### src/cmd_handler_map.vh
// Purpose: offsets, fields, command codes and reset values of the
//          serial control command handler
// Assumes: 32-bit APB, one register per aligned word
// Notes:   included by the handler and the testbench
`ifndef CMD_HANDLER_MAP_VH
`define CMD_HANDLER_MAP_VH

// register byte offsets
`define OFS_CMD 8'h00
`define OFS_ARG0 8'h04
`define OFS_ARG1 8'h08
`define OFS_ARG2 8'h0C
`define OFS_STATUS 8'h10
`define OFS_RSP_ID 8'h14
`define OFS_RSP0 8'h18
`define OFS_RSP1 8'h1C
`define OFS_RSP2 8'h20
`define OFS_STR_ADDR 8'h24
`define OFS_STR_DATA 8'h28
`define OFS_SETTINGS 8'h2C

// command register fields
`define CMD_ID_MSB 7
`define CMD_TEXT_BIT 8
`define CMD_OMIT_BIT 9

// status register fields
`define ST_BUSY_BIT 0
`define ST_DONE_BIT 1
`define ST_REJECT_BIT 2
`define ST_UNKNOWN_BIT 3

// command identifiers
`define ID_FRAMING 8'h33
`define ID_TEST_SRC 8'h34
`define ID_STRING 8'h35
`define ID_IDLE 8'h36
`define ID_UNIT_CODE 8'h37
`define ID_RELEASE 8'h38

// argument ranges
`define FRAMING_TEXT 32'h00000001
`define FRAMING_BINARY 32'h00000002
`define GROUP_INPUT 8'h01
`define GROUP_MIC 8'h03
`define GROUP_LINE 8'h07
`define SRC_TYPE_MAX 16'h0003
`define SRC_TYPE_TONE 16'h0003
`define STRING_MAX 32'h00000007
`define IDLE_MAX 32'h0000000F
// ieee single: 20.0, 60.0 magnitude, 20000.0
`define FLT_20 32'h41A00000
`define FLT_60 32'h42700000
`define FLT_20K 32'h469C4000
`define ASCII_PERIOD 8'h2E

// reset values
`define RST_FRAMING 2'h1
`define RST_IDLE 4'h0

// timing
`define CLK_PERIOD_NS 10
`define NS_PER_SEC 1000000000
`define SEC_PER_MIN 6'd60

`endif

### src/cmd_handler.v
// Purpose: executes serial control commands 51..56 posted over APB
// Assumes: pclk 100 MHz; activity_pin asynchronous; tx_ready same clock
// Notes:
// Notes on behaviour
// - framing command id 51, one 32-bit argument, legal values 1 and 2.
// - text form: 1 selects text, 2 binary; no value reports current framing.
// - binary framing command replies with last executed framing selection.
// - generator id 52, three words: channel, group 1/3/7, type, amplitude, freq.
// - generator type 0 off, 1 pink, 2 white, 3 tone.
// - amplitude -60 to +20 dB, omitted when type is 0.
// - tone frequency 20 to 20000 Hz; noise types carry frequency zero.
// - generator command replies with most recent activation, same layout.
// - string command id 53, value 0..7, sends that stored string out.
// - string reply is index; no value reports last executed, sends nothing.
// - idle command id 54, 1..15 minutes without activity returns title screen.
// - text idle value 0 disables return; no value reports current setting.
// - binary idle command replies with last executed timeout selection.
// - unit code id 55, read-only, returns 32-bit identifier.
// - release query id 56, read-only: major, minor, release in top bytes.
// - text release query returns major.minor.release separated by periods.
// - each text setting command answers with the updated setting.
`timescale 1ns/1ns
`default_nettype none
`include "cmd_handler_map.vh"
module cmd_handler #(
   parameter STR_LEN = 16, // bytes per stored string
   parameter STR_AW = 7, // string memory address bits
   parameter [31:0] CYCLES_PER_SEC = `NS_PER_SEC / `CLK_PERIOD_NS,
   parameter [31:0] UNIT_CODE = 32'h5A3C0001, // arbitrary value
   parameter [7:0] REL_MAJOR = 8'h01, // arbitrary value
   parameter [7:0] REL_MINOR = 8'h00, // arbitrary value
   parameter [7:0] REL_ID = 8'h00 // arbitrary value
) (
   input wire pclk, // clock
   input wire presetn, // async reset, active low
   input wire ce, // clock enable
   input wire psel, // apb select
   input wire penable, // apb enable
   input wire pwrite, // apb direction
   input wire [7:0] paddr, // apb byte address
   input wire [31:0] pwdata, // apb write data
   output reg [31:0] prdata, // apb read data
   output reg pready, // apb ready
   output reg pslverr, // apb error
   input wire activity_pin, // user activity, async
   output reg title_return, // pulse: back to title screen
   output reg binary_framing, // 1: binary framing selected
   output reg [7:0] src_channel, // test source channel
   output reg [7:0] src_group, // test source group
   output reg [15:0] src_type, // test source type
   output reg [31:0] src_amplitude, // float dB
   output reg [31:0] src_frequency, // float Hz
   output reg src_update, // pulse: new activation
   output wire [7:0] tx_data, // string byte out
   output wire tx_valid, // string byte valid
   input wire tx_ready // serial port takes byte
);
   localparam S_IDLE = 3'b001;
   localparam S_READ = 3'b010;
   localparam S_SEND = 3'b100;

   reg [2:0] state_reg;
   reg [7:0] cnt_reg;
   reg [2:0] str_idx_reg;
   reg [1:0] framing_reg;
   reg [3:0] idle_reg;
   reg [2:0] last_str_reg;
   reg [31:0] arg0_reg;
   reg [31:0] arg1_reg;
   reg [31:0] arg2_reg;
   reg [7:0] rsp_id_reg;
   reg [31:0] rsp0_reg;
   reg [31:0] rsp1_reg;
   reg [31:0] rsp2_reg;
   reg done_reg;
   reg reject_reg;
   reg unknown_reg;
   reg [STR_AW-1:0] str_waddr_reg;
   reg act_meta_reg;
   reg act_sync_reg;
   reg [31:0] tick_reg;
   reg [5:0] sec_reg;
   reg [3:0] min_reg;

   wire [7:0] str_rdata;
   wire acc = psel & penable & pready;
   wire wr = acc & pwrite;
   wire start = wr & (paddr == `OFS_CMD) & state_reg[0];
   wire [7:0] cmd_id = pwdata[`CMD_ID_MSB:0];
   wire text_form = pwdata[`CMD_TEXT_BIT];
   wire omit = text_form & pwdata[`CMD_OMIT_BIT];
   wire busy = ~state_reg[0];

   // positive floats compare as unsigned words
   function flt_le;
      input [31:0] a;
      input [31:0] b;
      begin
         flt_le = (a <= b);
      end
   endfunction

   function amp_ok;
      input [31:0] a;
      begin
         if (a[31]) begin
            amp_ok = flt_le({1'b0, a[30:0]}, `FLT_60);
         end else begin
            amp_ok = flt_le(a, `FLT_20);
         end
      end
   endfunction

   wire [7:0] g_grp = arg0_reg[23:16];
   wire [15:0] g_type = arg0_reg[15:0];
   wire grp_ok = (g_grp == `GROUP_INPUT) | (g_grp == `GROUP_MIC) |
      (g_grp == `GROUP_LINE);
   wire type_ok = (g_type <= `SRC_TYPE_MAX);
   wire freq_ok = (g_type == `SRC_TYPE_TONE) ?
      (flt_le(`FLT_20, arg2_reg) & flt_le(arg2_reg, `FLT_20K)) :
      (arg2_reg[30:0] == 31'h0);
   wire gen_ok = grp_ok & type_ok &
      ((g_type == 16'h0000) | (amp_ok(arg1_reg) & freq_ok));
   wire [31:0] rel_word = {REL_MAJOR, REL_MINOR, REL_ID, 8'h00};

   wire str_rd_en = state_reg[1];
   wire [STR_AW-1:0] str_raddr =
      str_idx_reg * STR_LEN[STR_AW-1:0] + cnt_reg[STR_AW-1:0];
   wire str_wr = wr & (paddr == `OFS_STR_DATA);

   string_store #(.AW(STR_AW)) u_store (
      .pclk(pclk),
      .ce(ce),
      .wr_en(str_wr),
      .wr_addr(str_waddr_reg),
      .wr_data(pwdata[7:0]),
      .rd_en(str_rd_en),
      .rd_addr(str_raddr),
      .rd_data(str_rdata)
   );

   // a zero byte ends a string early
   assign tx_valid = state_reg[2] & (str_rdata != 8'h00);
   assign tx_data = str_rdata;

   // apb: one wait state so read data leaves a flip-flop
   always @(posedge pclk or negedge presetn) begin
      if (!presetn) begin
         pready <= 1'b0;
         pslverr <= 1'b0;
         prdata <= 32'h00000000;
      end else if (ce) begin
         pready <= psel & penable & ~pready;
         pslverr <= 1'b0;
         prdata <= 32'h00000000;
         if (psel & penable & ~pready) begin
            case (paddr)
               `OFS_CMD: prdata <= {24'h000000, rsp_id_reg};
               `OFS_ARG0: prdata <= arg0_reg;
               `OFS_ARG1: prdata <= arg1_reg;
               `OFS_ARG2: prdata <= arg2_reg;
               `OFS_STATUS: prdata <= {28'h0000000, unknown_reg,
                  reject_reg, done_reg, busy};
               `OFS_RSP_ID: prdata <= {24'h000000, rsp_id_reg};
               `OFS_RSP0: prdata <= rsp0_reg;
               `OFS_RSP1: prdata <= rsp1_reg;
               `OFS_RSP2: prdata <= rsp2_reg;
               `OFS_STR_ADDR: prdata <= {{(32-STR_AW){1'b0}},
                  str_waddr_reg};
               `OFS_STR_DATA: prdata <= 32'h00000000;
               `OFS_SETTINGS: prdata <= {20'h00000, last_str_reg, 1'b0,
                  idle_reg, 2'h0, framing_reg};
               default: pslverr <= 1'b1;
            endcase
            if (pwrite) begin
               prdata <= 32'h00000000;
            end
         end
      end
   end

   // argument and string address registers
   always @(posedge pclk or negedge presetn) begin
      if (!presetn) begin
         arg0_reg <= 32'h00000000;
         arg1_reg <= 32'h00000000;
         arg2_reg <= 32'h00000000;
         str_waddr_reg <= {STR_AW{1'b0}};
      end else if (ce) begin
         if (wr & (paddr == `OFS_ARG0)) begin
            arg0_reg <= pwdata;
         end
         if (wr & (paddr == `OFS_ARG1)) begin
            arg1_reg <= pwdata;
         end
         if (wr & (paddr == `OFS_ARG2)) begin
            arg2_reg <= pwdata;
         end
         if (wr & (paddr == `OFS_STR_ADDR)) begin
            str_waddr_reg <= pwdata[STR_AW-1:0];
         end else if (str_wr) begin
            str_waddr_reg <= str_waddr_reg + 1'b1;
         end
      end
   end

   // command execution and settings
   always @(posedge pclk or negedge presetn) begin
      if (!presetn) begin
         framing_reg <= `RST_FRAMING;
         idle_reg <= `RST_IDLE;
         last_str_reg <= 3'h0;
         binary_framing <= 1'b0;
         src_channel <= 8'h00;
         src_group <= 8'h00;
         src_type <= 16'h0000;
         src_amplitude <= 32'h00000000;
         src_frequency <= 32'h00000000;
         src_update <= 1'b0;
         rsp_id_reg <= 8'h00;
         rsp0_reg <= 32'h00000000;
         rsp1_reg <= 32'h00000000;
         rsp2_reg <= 32'h00000000;
         done_reg <= 1'b0;
         reject_reg <= 1'b0;
         unknown_reg <= 1'b0;
         str_idx_reg <= 3'h0;
      end else if (ce) begin
         src_update <= 1'b0;
         // set wins over a clear in the same cycle
         if (wr & (paddr == `OFS_STATUS)) begin
            if (pwdata[`ST_DONE_BIT]) begin
               done_reg <= 1'b0;
            end
            if (pwdata[`ST_REJECT_BIT]) begin
               reject_reg <= 1'b0;
            end
            if (pwdata[`ST_UNKNOWN_BIT]) begin
               unknown_reg <= 1'b0;
            end
         end
         if (start) begin
            done_reg <= 1'b1;
            rsp_id_reg <= cmd_id;
            rsp1_reg <= 32'h00000000;
            rsp2_reg <= 32'h00000000;
            case (cmd_id)
               `ID_FRAMING: begin
                  if (!omit & ((arg0_reg == `FRAMING_TEXT) |
                        (arg0_reg == `FRAMING_BINARY))) begin
                     framing_reg <= arg0_reg[1:0];
                     binary_framing <= arg0_reg[1];
                     rsp0_reg <= arg0_reg;
                  end else begin
                     if (!omit) begin
                        reject_reg <= 1'b1;
                     end
                     rsp0_reg <= {30'h0, framing_reg};
                  end
               end
               `ID_TEST_SRC: begin
                  if (!omit & gen_ok) begin
                     src_channel <= arg0_reg[31:24];
                     src_group <= g_grp;
                     src_type <= g_type;
                     src_amplitude <= (g_type == 16'h0000) ?
                        32'h00000000 : arg1_reg;
                     src_frequency <= (g_type == `SRC_TYPE_TONE) ?
                        arg2_reg : 32'h00000000;
                     src_update <= 1'b1;
                     rsp0_reg <= arg0_reg;
                     rsp1_reg <= (g_type == 16'h0000) ?
                        32'h00000000 : arg1_reg;
                     rsp2_reg <= (g_type == `SRC_TYPE_TONE) ?
                        arg2_reg : 32'h00000000;
                  end else begin
                     if (!omit) begin
                        reject_reg <= 1'b1;
                     end
                     rsp0_reg <= {src_channel, src_group, src_type};
                     rsp1_reg <= src_amplitude;
                     rsp2_reg <= src_frequency;
                  end
               end
               `ID_STRING: begin
                  if (!omit & (arg0_reg <= `STRING_MAX)) begin
                     str_idx_reg <= arg0_reg[2:0];
                     last_str_reg <= arg0_reg[2:0];
                     rsp0_reg <= arg0_reg;
                  end else begin
                     if (!omit) begin
                        reject_reg <= 1'b1;
                     end
                     rsp0_reg <= {29'h0, last_str_reg};
                  end
               end
               `ID_IDLE: begin
                  if (!omit & (arg0_reg <= `IDLE_MAX) &
                        (text_form | (arg0_reg != 32'h0))) begin
                     idle_reg <= arg0_reg[3:0];
                     rsp0_reg <= arg0_reg;
                  end else begin
                     if (!omit) begin
                        reject_reg <= 1'b1;
                     end
                     rsp0_reg <= {28'h0, idle_reg};
                  end
               end
               `ID_UNIT_CODE: rsp0_reg <= UNIT_CODE;
               `ID_RELEASE: begin
                  rsp0_reg <= rel_word;
                  if (text_form) begin
                     rsp1_reg <= {REL_MAJOR, `ASCII_PERIOD, REL_MINOR,
                        `ASCII_PERIOD};
                     rsp2_reg <= {REL_ID, 24'h000000};
                  end
               end
               default: begin
                  unknown_reg <= 1'b1;
                  rsp0_reg <= 32'h00000000;
               end
            endcase
         end
      end
   end

   wire send_go = start & (cmd_id == `ID_STRING) & !omit &
      (arg0_reg <= `STRING_MAX);

   // string transmit sequencer
   always @(posedge pclk or negedge presetn) begin
      if (!presetn) begin
         state_reg <= S_IDLE;
         cnt_reg <= 8'h00;
      end else if (ce) begin
         case (state_reg)
            S_IDLE: begin
               cnt_reg <= 8'h00;
               if (send_go) begin
                  state_reg <= S_READ;
               end
            end
            S_READ: state_reg <= S_SEND;
            S_SEND: begin
               if (str_rdata == 8'h00) begin
                  state_reg <= S_IDLE;
               end else if (tx_ready) begin
                  if (cnt_reg == STR_LEN[7:0] - 8'h01) begin
                     state_reg <= S_IDLE;
                  end else begin
                     cnt_reg <= cnt_reg + 8'h01;
                     state_reg <= S_READ;
                  end
               end
            end
            default: state_reg <= S_IDLE;
         endcase
      end
   end

   // activity pin comes from outside the clock domain
   always @(posedge pclk or negedge presetn) begin
      if (!presetn) begin
         act_meta_reg <= 1'b0;
         act_sync_reg <= 1'b0;
      end else if (ce) begin
         act_meta_reg <= activity_pin;
         act_sync_reg <= act_meta_reg;
      end
   end

   // any pin activity or command accepted in S_IDLE restarts the idle count
   wire activity = act_sync_reg | start;
   wire sec_tick = (tick_reg == CYCLES_PER_SEC - 32'h1);
   wire min_tick = sec_tick & (sec_reg == `SEC_PER_MIN - 6'd1);

   always @(posedge pclk or negedge presetn) begin
      if (!presetn) begin
         tick_reg <= 32'h00000000;
         sec_reg <= 6'd0;
         min_reg <= 4'h0;
         title_return <= 1'b0;
      end else if (ce) begin
         title_return <= 1'b0;
         if (activity | (idle_reg == 4'h0)) begin
            tick_reg <= 32'h00000000;
            sec_reg <= 6'd0;
            min_reg <= 4'h0;
         end else if (min_reg != idle_reg) begin
            tick_reg <= sec_tick ? 32'h00000000 : tick_reg + 32'h1;
            if (sec_tick) begin
               sec_reg <= min_tick ? 6'd0 : sec_reg + 6'd1;
            end
            if (min_tick) begin
               min_reg <= min_reg + 4'h1;
               // fires once, then waits for new activity
               if (min_reg + 4'h1 == idle_reg) begin
                  title_return <= 1'b1;
               end
            end
         end
      end
   end
endmodule
`default_nettype wire

### src/string_store.v
// Purpose: byte memory holding the stored serial strings
// Assumes: single clock, one write and one read port
// Notes:   read data is registered, one cycle after rd_en
`timescale 1ns/1ns
`default_nettype none
module string_store #(
   parameter AW = 7
) (
   input wire pclk, // clock
   input wire ce, // clock enable
   input wire wr_en, // write strobe
   input wire [AW-1:0] wr_addr, // write address
   input wire [7:0] wr_data, // write byte
   input wire rd_en, // read strobe
   input wire [AW-1:0] rd_addr, // read address
   output reg [7:0] rd_data // registered read byte
);
   reg [7:0] mem [0:(1<<AW)-1];

   // no reset: contents are loaded by software before use
   always @(posedge pclk) begin
      if (ce) begin
         if (wr_en) begin
            mem[wr_addr] <= wr_data;
         end
         if (rd_en) begin
            rd_data <= mem[rd_addr];
         end
      end
   end
endmodule
`default_nettype wire

### config.mk
export PLATFORM = sky130hd
export DESIGN_NAME = cmd_handler
export DESIGN_NICKNAME = d
export VERILOG_FILES = /design/src/cmd_handler.v /design/src/string_store.v
export VERILOG_INCLUDE_DIRS = /design/src
export SDC_FILE = /design/constraint.sdc
export NUM_CORES = 2
export LEC_CHECK = 0
export ABC_AREA = 1
export BUFFER_PORTS_ARGS = -buffer_cell sky130_fd_sc_hd__clkbuf_2
export CAP_MARGIN = 10
export CORE_ASPECT_RATIO = 0.6
export CORE_MARGIN = 8
export CORE_UTILIZATION = 31
export DETAILED_ROUTE_END_ITERATION = 8
export PLACE_DENSITY = 0.42
export SYNTH_ARGS = -nofsm -noshare
export SYNTH_HDL_FRONTEND = slang
export SYNTH_HIERARCHICAL = 1
export SYNTH_SLANG_ARGS = --single-unit
export TNS_END_PERCENT = 20
### constraint.sdc
create_clock -name pclk -period 3.7 [get_ports pclk]
set_input_delay 0.925 -clock pclk [delete_from_list [all_inputs] [get_ports pclk]]
set_output_delay 0.925 -clock pclk [all_outputs]
set_load 0.005 [all_outputs]
==> summary.txt <==
Run status
  – Status: finished, final reports clean

Logic synthesis
  – Synth top cells by count: nand2_1 (1780), nand3_1 (1044), edfxtp_1 (1032)
  – Synthesized flop and latch total: between 1000 and 1500
  – Mux contribution to synthesized area: 0%
  – Synth Flop Type: edfxtp_1
  – EDFF count, synth: 1032
  – Adder-Cell Fraction of Synth Area: less than 1%
  – Top post-synthesis cells by area: edfxtp_1 (50%), dfrtp_1 (16%), nand2_1 (11%), nand3_1 (8.5%), o21ai_0 (2.6%)
  – XOR/XNOR Fraction of Synth Area: less than 1%
  – Post-Syn Area per Cell: 10.4 µm²
  – Count leader, synth: nand2_1
  – Synth area leader: edfxtp_1
  – Warnings, synthesis: 6
  – Syn_nets: 6027
  – Syn Std Cell Area: just over 60000 µm²
  – Main combinational cell family by area after synthesis: simple AND/OR/NAND/NOR gates
  – Number of library cell types mapped by synthesis: 60
  – Synth Area in Compound Gates: approximately 5.1%
  – Synth Area in Simple Gates: between 20% and 30%
  – Synth top area share: between 50 and 60%
  – Post-Syn Instances: about 6000
  – Seq/Total Area, Yosys: 66.6%
  – Async S/R FF share, synth: 28.2%

Flow run
  – Number of max-cap violations: 0

Detailed routing
  – DRC Markers: 0
  – Post-DRT Antenna Nets: 0
  – First drt pass iteration count: 8
  – Routed vias: approximately 46000
  – Final WL: around 220000 µm
  – Routed vias/inst: a little over 5
  – WL/cell: around 25 µm
  – Initial DRC count: a little over 5000

Floorplan
  – Starting density of the core: 31.1%
  – FP Rows: about 130
  – Chip Width: 593 µm
  – CORE AREA: between 150000 and 200000 µm²
  – IO Pins: 190
  – Die H: approximately 360 µm
  – Die ar.: approximately 210000 µm²

Timing
  – Clock Skews: ~54 ps
  – F_max: roughly 310 MHz
  – Setup Total Neg Slack: 0 ps
  – Max_slew headroom: 39.0%
  – Tmin final: roughly 3300 ps
  – Final worst-path cycle share: 87.8%
  – Worst-Margin Slew: between 900 and 1000 ps
  – Setup violators final: 0
  – RSZ-0062 raised after global routing: false
  – Final Hold Fails: 0
  – Hold_ws: between 80 and 90 ps
  – Final Slew Violations: 0

GRT
  – Grt total ovfl: 0
  – Antenna violations before repair: 8
  – GRT Total Usage: about a fifth
  – Largest net degree at the start of global routing: about 130
  – First-pass GRT wire length: approximately 320000 µm
  – Vias in the first global route: around 44000

Min path
  – HP Class: in2async

Place
  – Number of buffers added on ports: 189
  – Placer Congestion: 0.868
  – DP HPWL: around 150000 µm
  – DP Area: 67300 µm²

Worst setup path
  – Crit Path Class: reg2reg
  – Critical Path Max Stage Delay: roughly 480 ps
  – Top delay family on crit path: simple AND/OR/NAND/NOR gates
  – WP data arrival: approximately 4000 ps
  – Cell mode on critical path: nand2_1
  – CP endpoint kind: register
  – Cell Chain, Critical Path: nor2_1, nand3_1, nor2_4, nand3_1, nor2_1, nand3_1, nor3_1, nor2_1, o21ai_0, buf_4, nand2_1, nand2_1, nand2_1, nand2_1
  – CP Buf/Inv Count: 1
  – Worst EP required: 4420 ps
  – CP max stage cell: nor3_1
  – Worst setup SP type: register
  – Worst-path fanout max: 7

Finish
  – Layout area overhead: 16.6%
  – Final core occ: between 30% and 40%
  – Biggest register: u_store/mem
  – Max reg flops: just over 1000
  – Fraction of layout cells with a size suffix above 1: 12.0%
  – Fin nets: about 6400
  – Post-route cell area: approximately 72000 µm²

Power
  – Power Density: between 500 and 600 nW/µm²
  – Total Power: 39.3 mW
  – P_leak: 28.5 nW
  – Worst vdd ir: approximately 0.00034 V

Clocking
  – Clk_lat worst skew: 800 ps
  – Reg clk slew, reported paths: 70 ps
  – CTS tree: done
  – Resized Gates After CTS: 0
  – Post-CTS Hold Buffers: 0
  – H-tree Lvls: 4
  – Post-CTS setup buffer count: 0
  – Clock buffer depth: 4
  – TritonCTS Buffers: between 150 and 200
  – Clk root buf: clkbuf_16
  – # clock sinks: 1438
## power breakdown
| part | total [mW] | switching (mW) | internal [mW] |
|---|---|---|---|
| sequential | 17.5 | 0.118 | 17.4 |
| combinational | 6.47 | 4.94 | 1.53 |
| clock | 15.3 | 6.51 | 8.79 |
## layer usage
metal | wire (µm) | GRT usage (%)
met1 | 115000 | 33.4
met2 | 83300 | 25.5
met3 | 21200 | 5.63
met4 | 3480 | 3.36
met5 | 12 | 0
## metrics by stage
step	instances	worst slack, ps
global route	9054	282
global placement	8792	205
floorplan	5972	781
finish	9056	450
detailed placement	8792	251
CTS	9053	486
## logic make-up after synthesis
family,count (synthesis)
adders and majority gates,7
AOI/OAI and AO/OA,538
xor gates and xnor gates,29
DFF,1438
buffers and inverters,677
and+or+nand+nor,3283
## layout make-up
type	instances	area (µm²)
Sequential cell	1438	41200
Clock buffer	191	4140
Inverter	343	1310
Multi-Input combinational cell	3857	17500
Antenna cell	3	7.51
Timing Repair Buffer	510	3950
Fill cell	20030	127000
Tap cell	2644	3310
Clock inverter	70	661
## layout by cell type (no fill, tap or decap), types with 5 or more instances in the layout
cell / netlist / routed
nand2_1: 1780 / 1778
nand3_1: 1044 / 1044
edfxtp_1: 1032 / 1032
dfrtp_1: 404 / 400
inv_1: 325 / 324
nor2_1: 320 / 319
o21ai_0: 318 / 318
buf_4: 51 / 278
clkbuf_2: 1 / 180
clkbuf_16: 0 / 156
o211ai_1: 62 / 62
nor3_1: 46 / 46
nand4_1: 44 / 44
buf_12: 0 / 43
a21oi_1: 41 / 41
clkinv_1: 3 / 35
o22ai_1: 29 / 29
clkbuf_1: 101 / 25
xor2_1: 24 / 24
a2111oi_0: 23 / 23
clkinv_2: 0 / 18
nor4_1: 14 / 14
inv_2: 14 / 14
o21ai_1: 14 / 14
bufinv_16: 0 / 13
clkbuf_8: 0 / 10
o21bai_1: 9 / 9
a221oi_1: 8 / 8
buf_6: 36 / 8
ha_1: 6 / 6
xnor2_1: 5 / 5
a22o_1: 5 / 5
nor2_4: 3 / 5
a22oi_1: 5 / 5
o31ai_1: 5 / 5
## worst paths after layout
check / from / to / slack, ps / cells past startpoint
setup / recovery: arg0_reg[15] / rsp0_reg[17] / 450 / 14
hold / removal: presetn / tick_reg[21] / 80 / 1
setup reg to reg: arg0_reg[15] / rsp0_reg[17] / 450 / 14
max in group asynchronous: presetn / arg0_reg[27] / 2520 / 2
min in group pclk: pwdata[4] / u_store/mem[119][4] / 380 / 1
hold reg to reg: act_meta_reg / act_meta_reg / 480 / 2
Note: power is estimated with default switching activity, not from simulation.
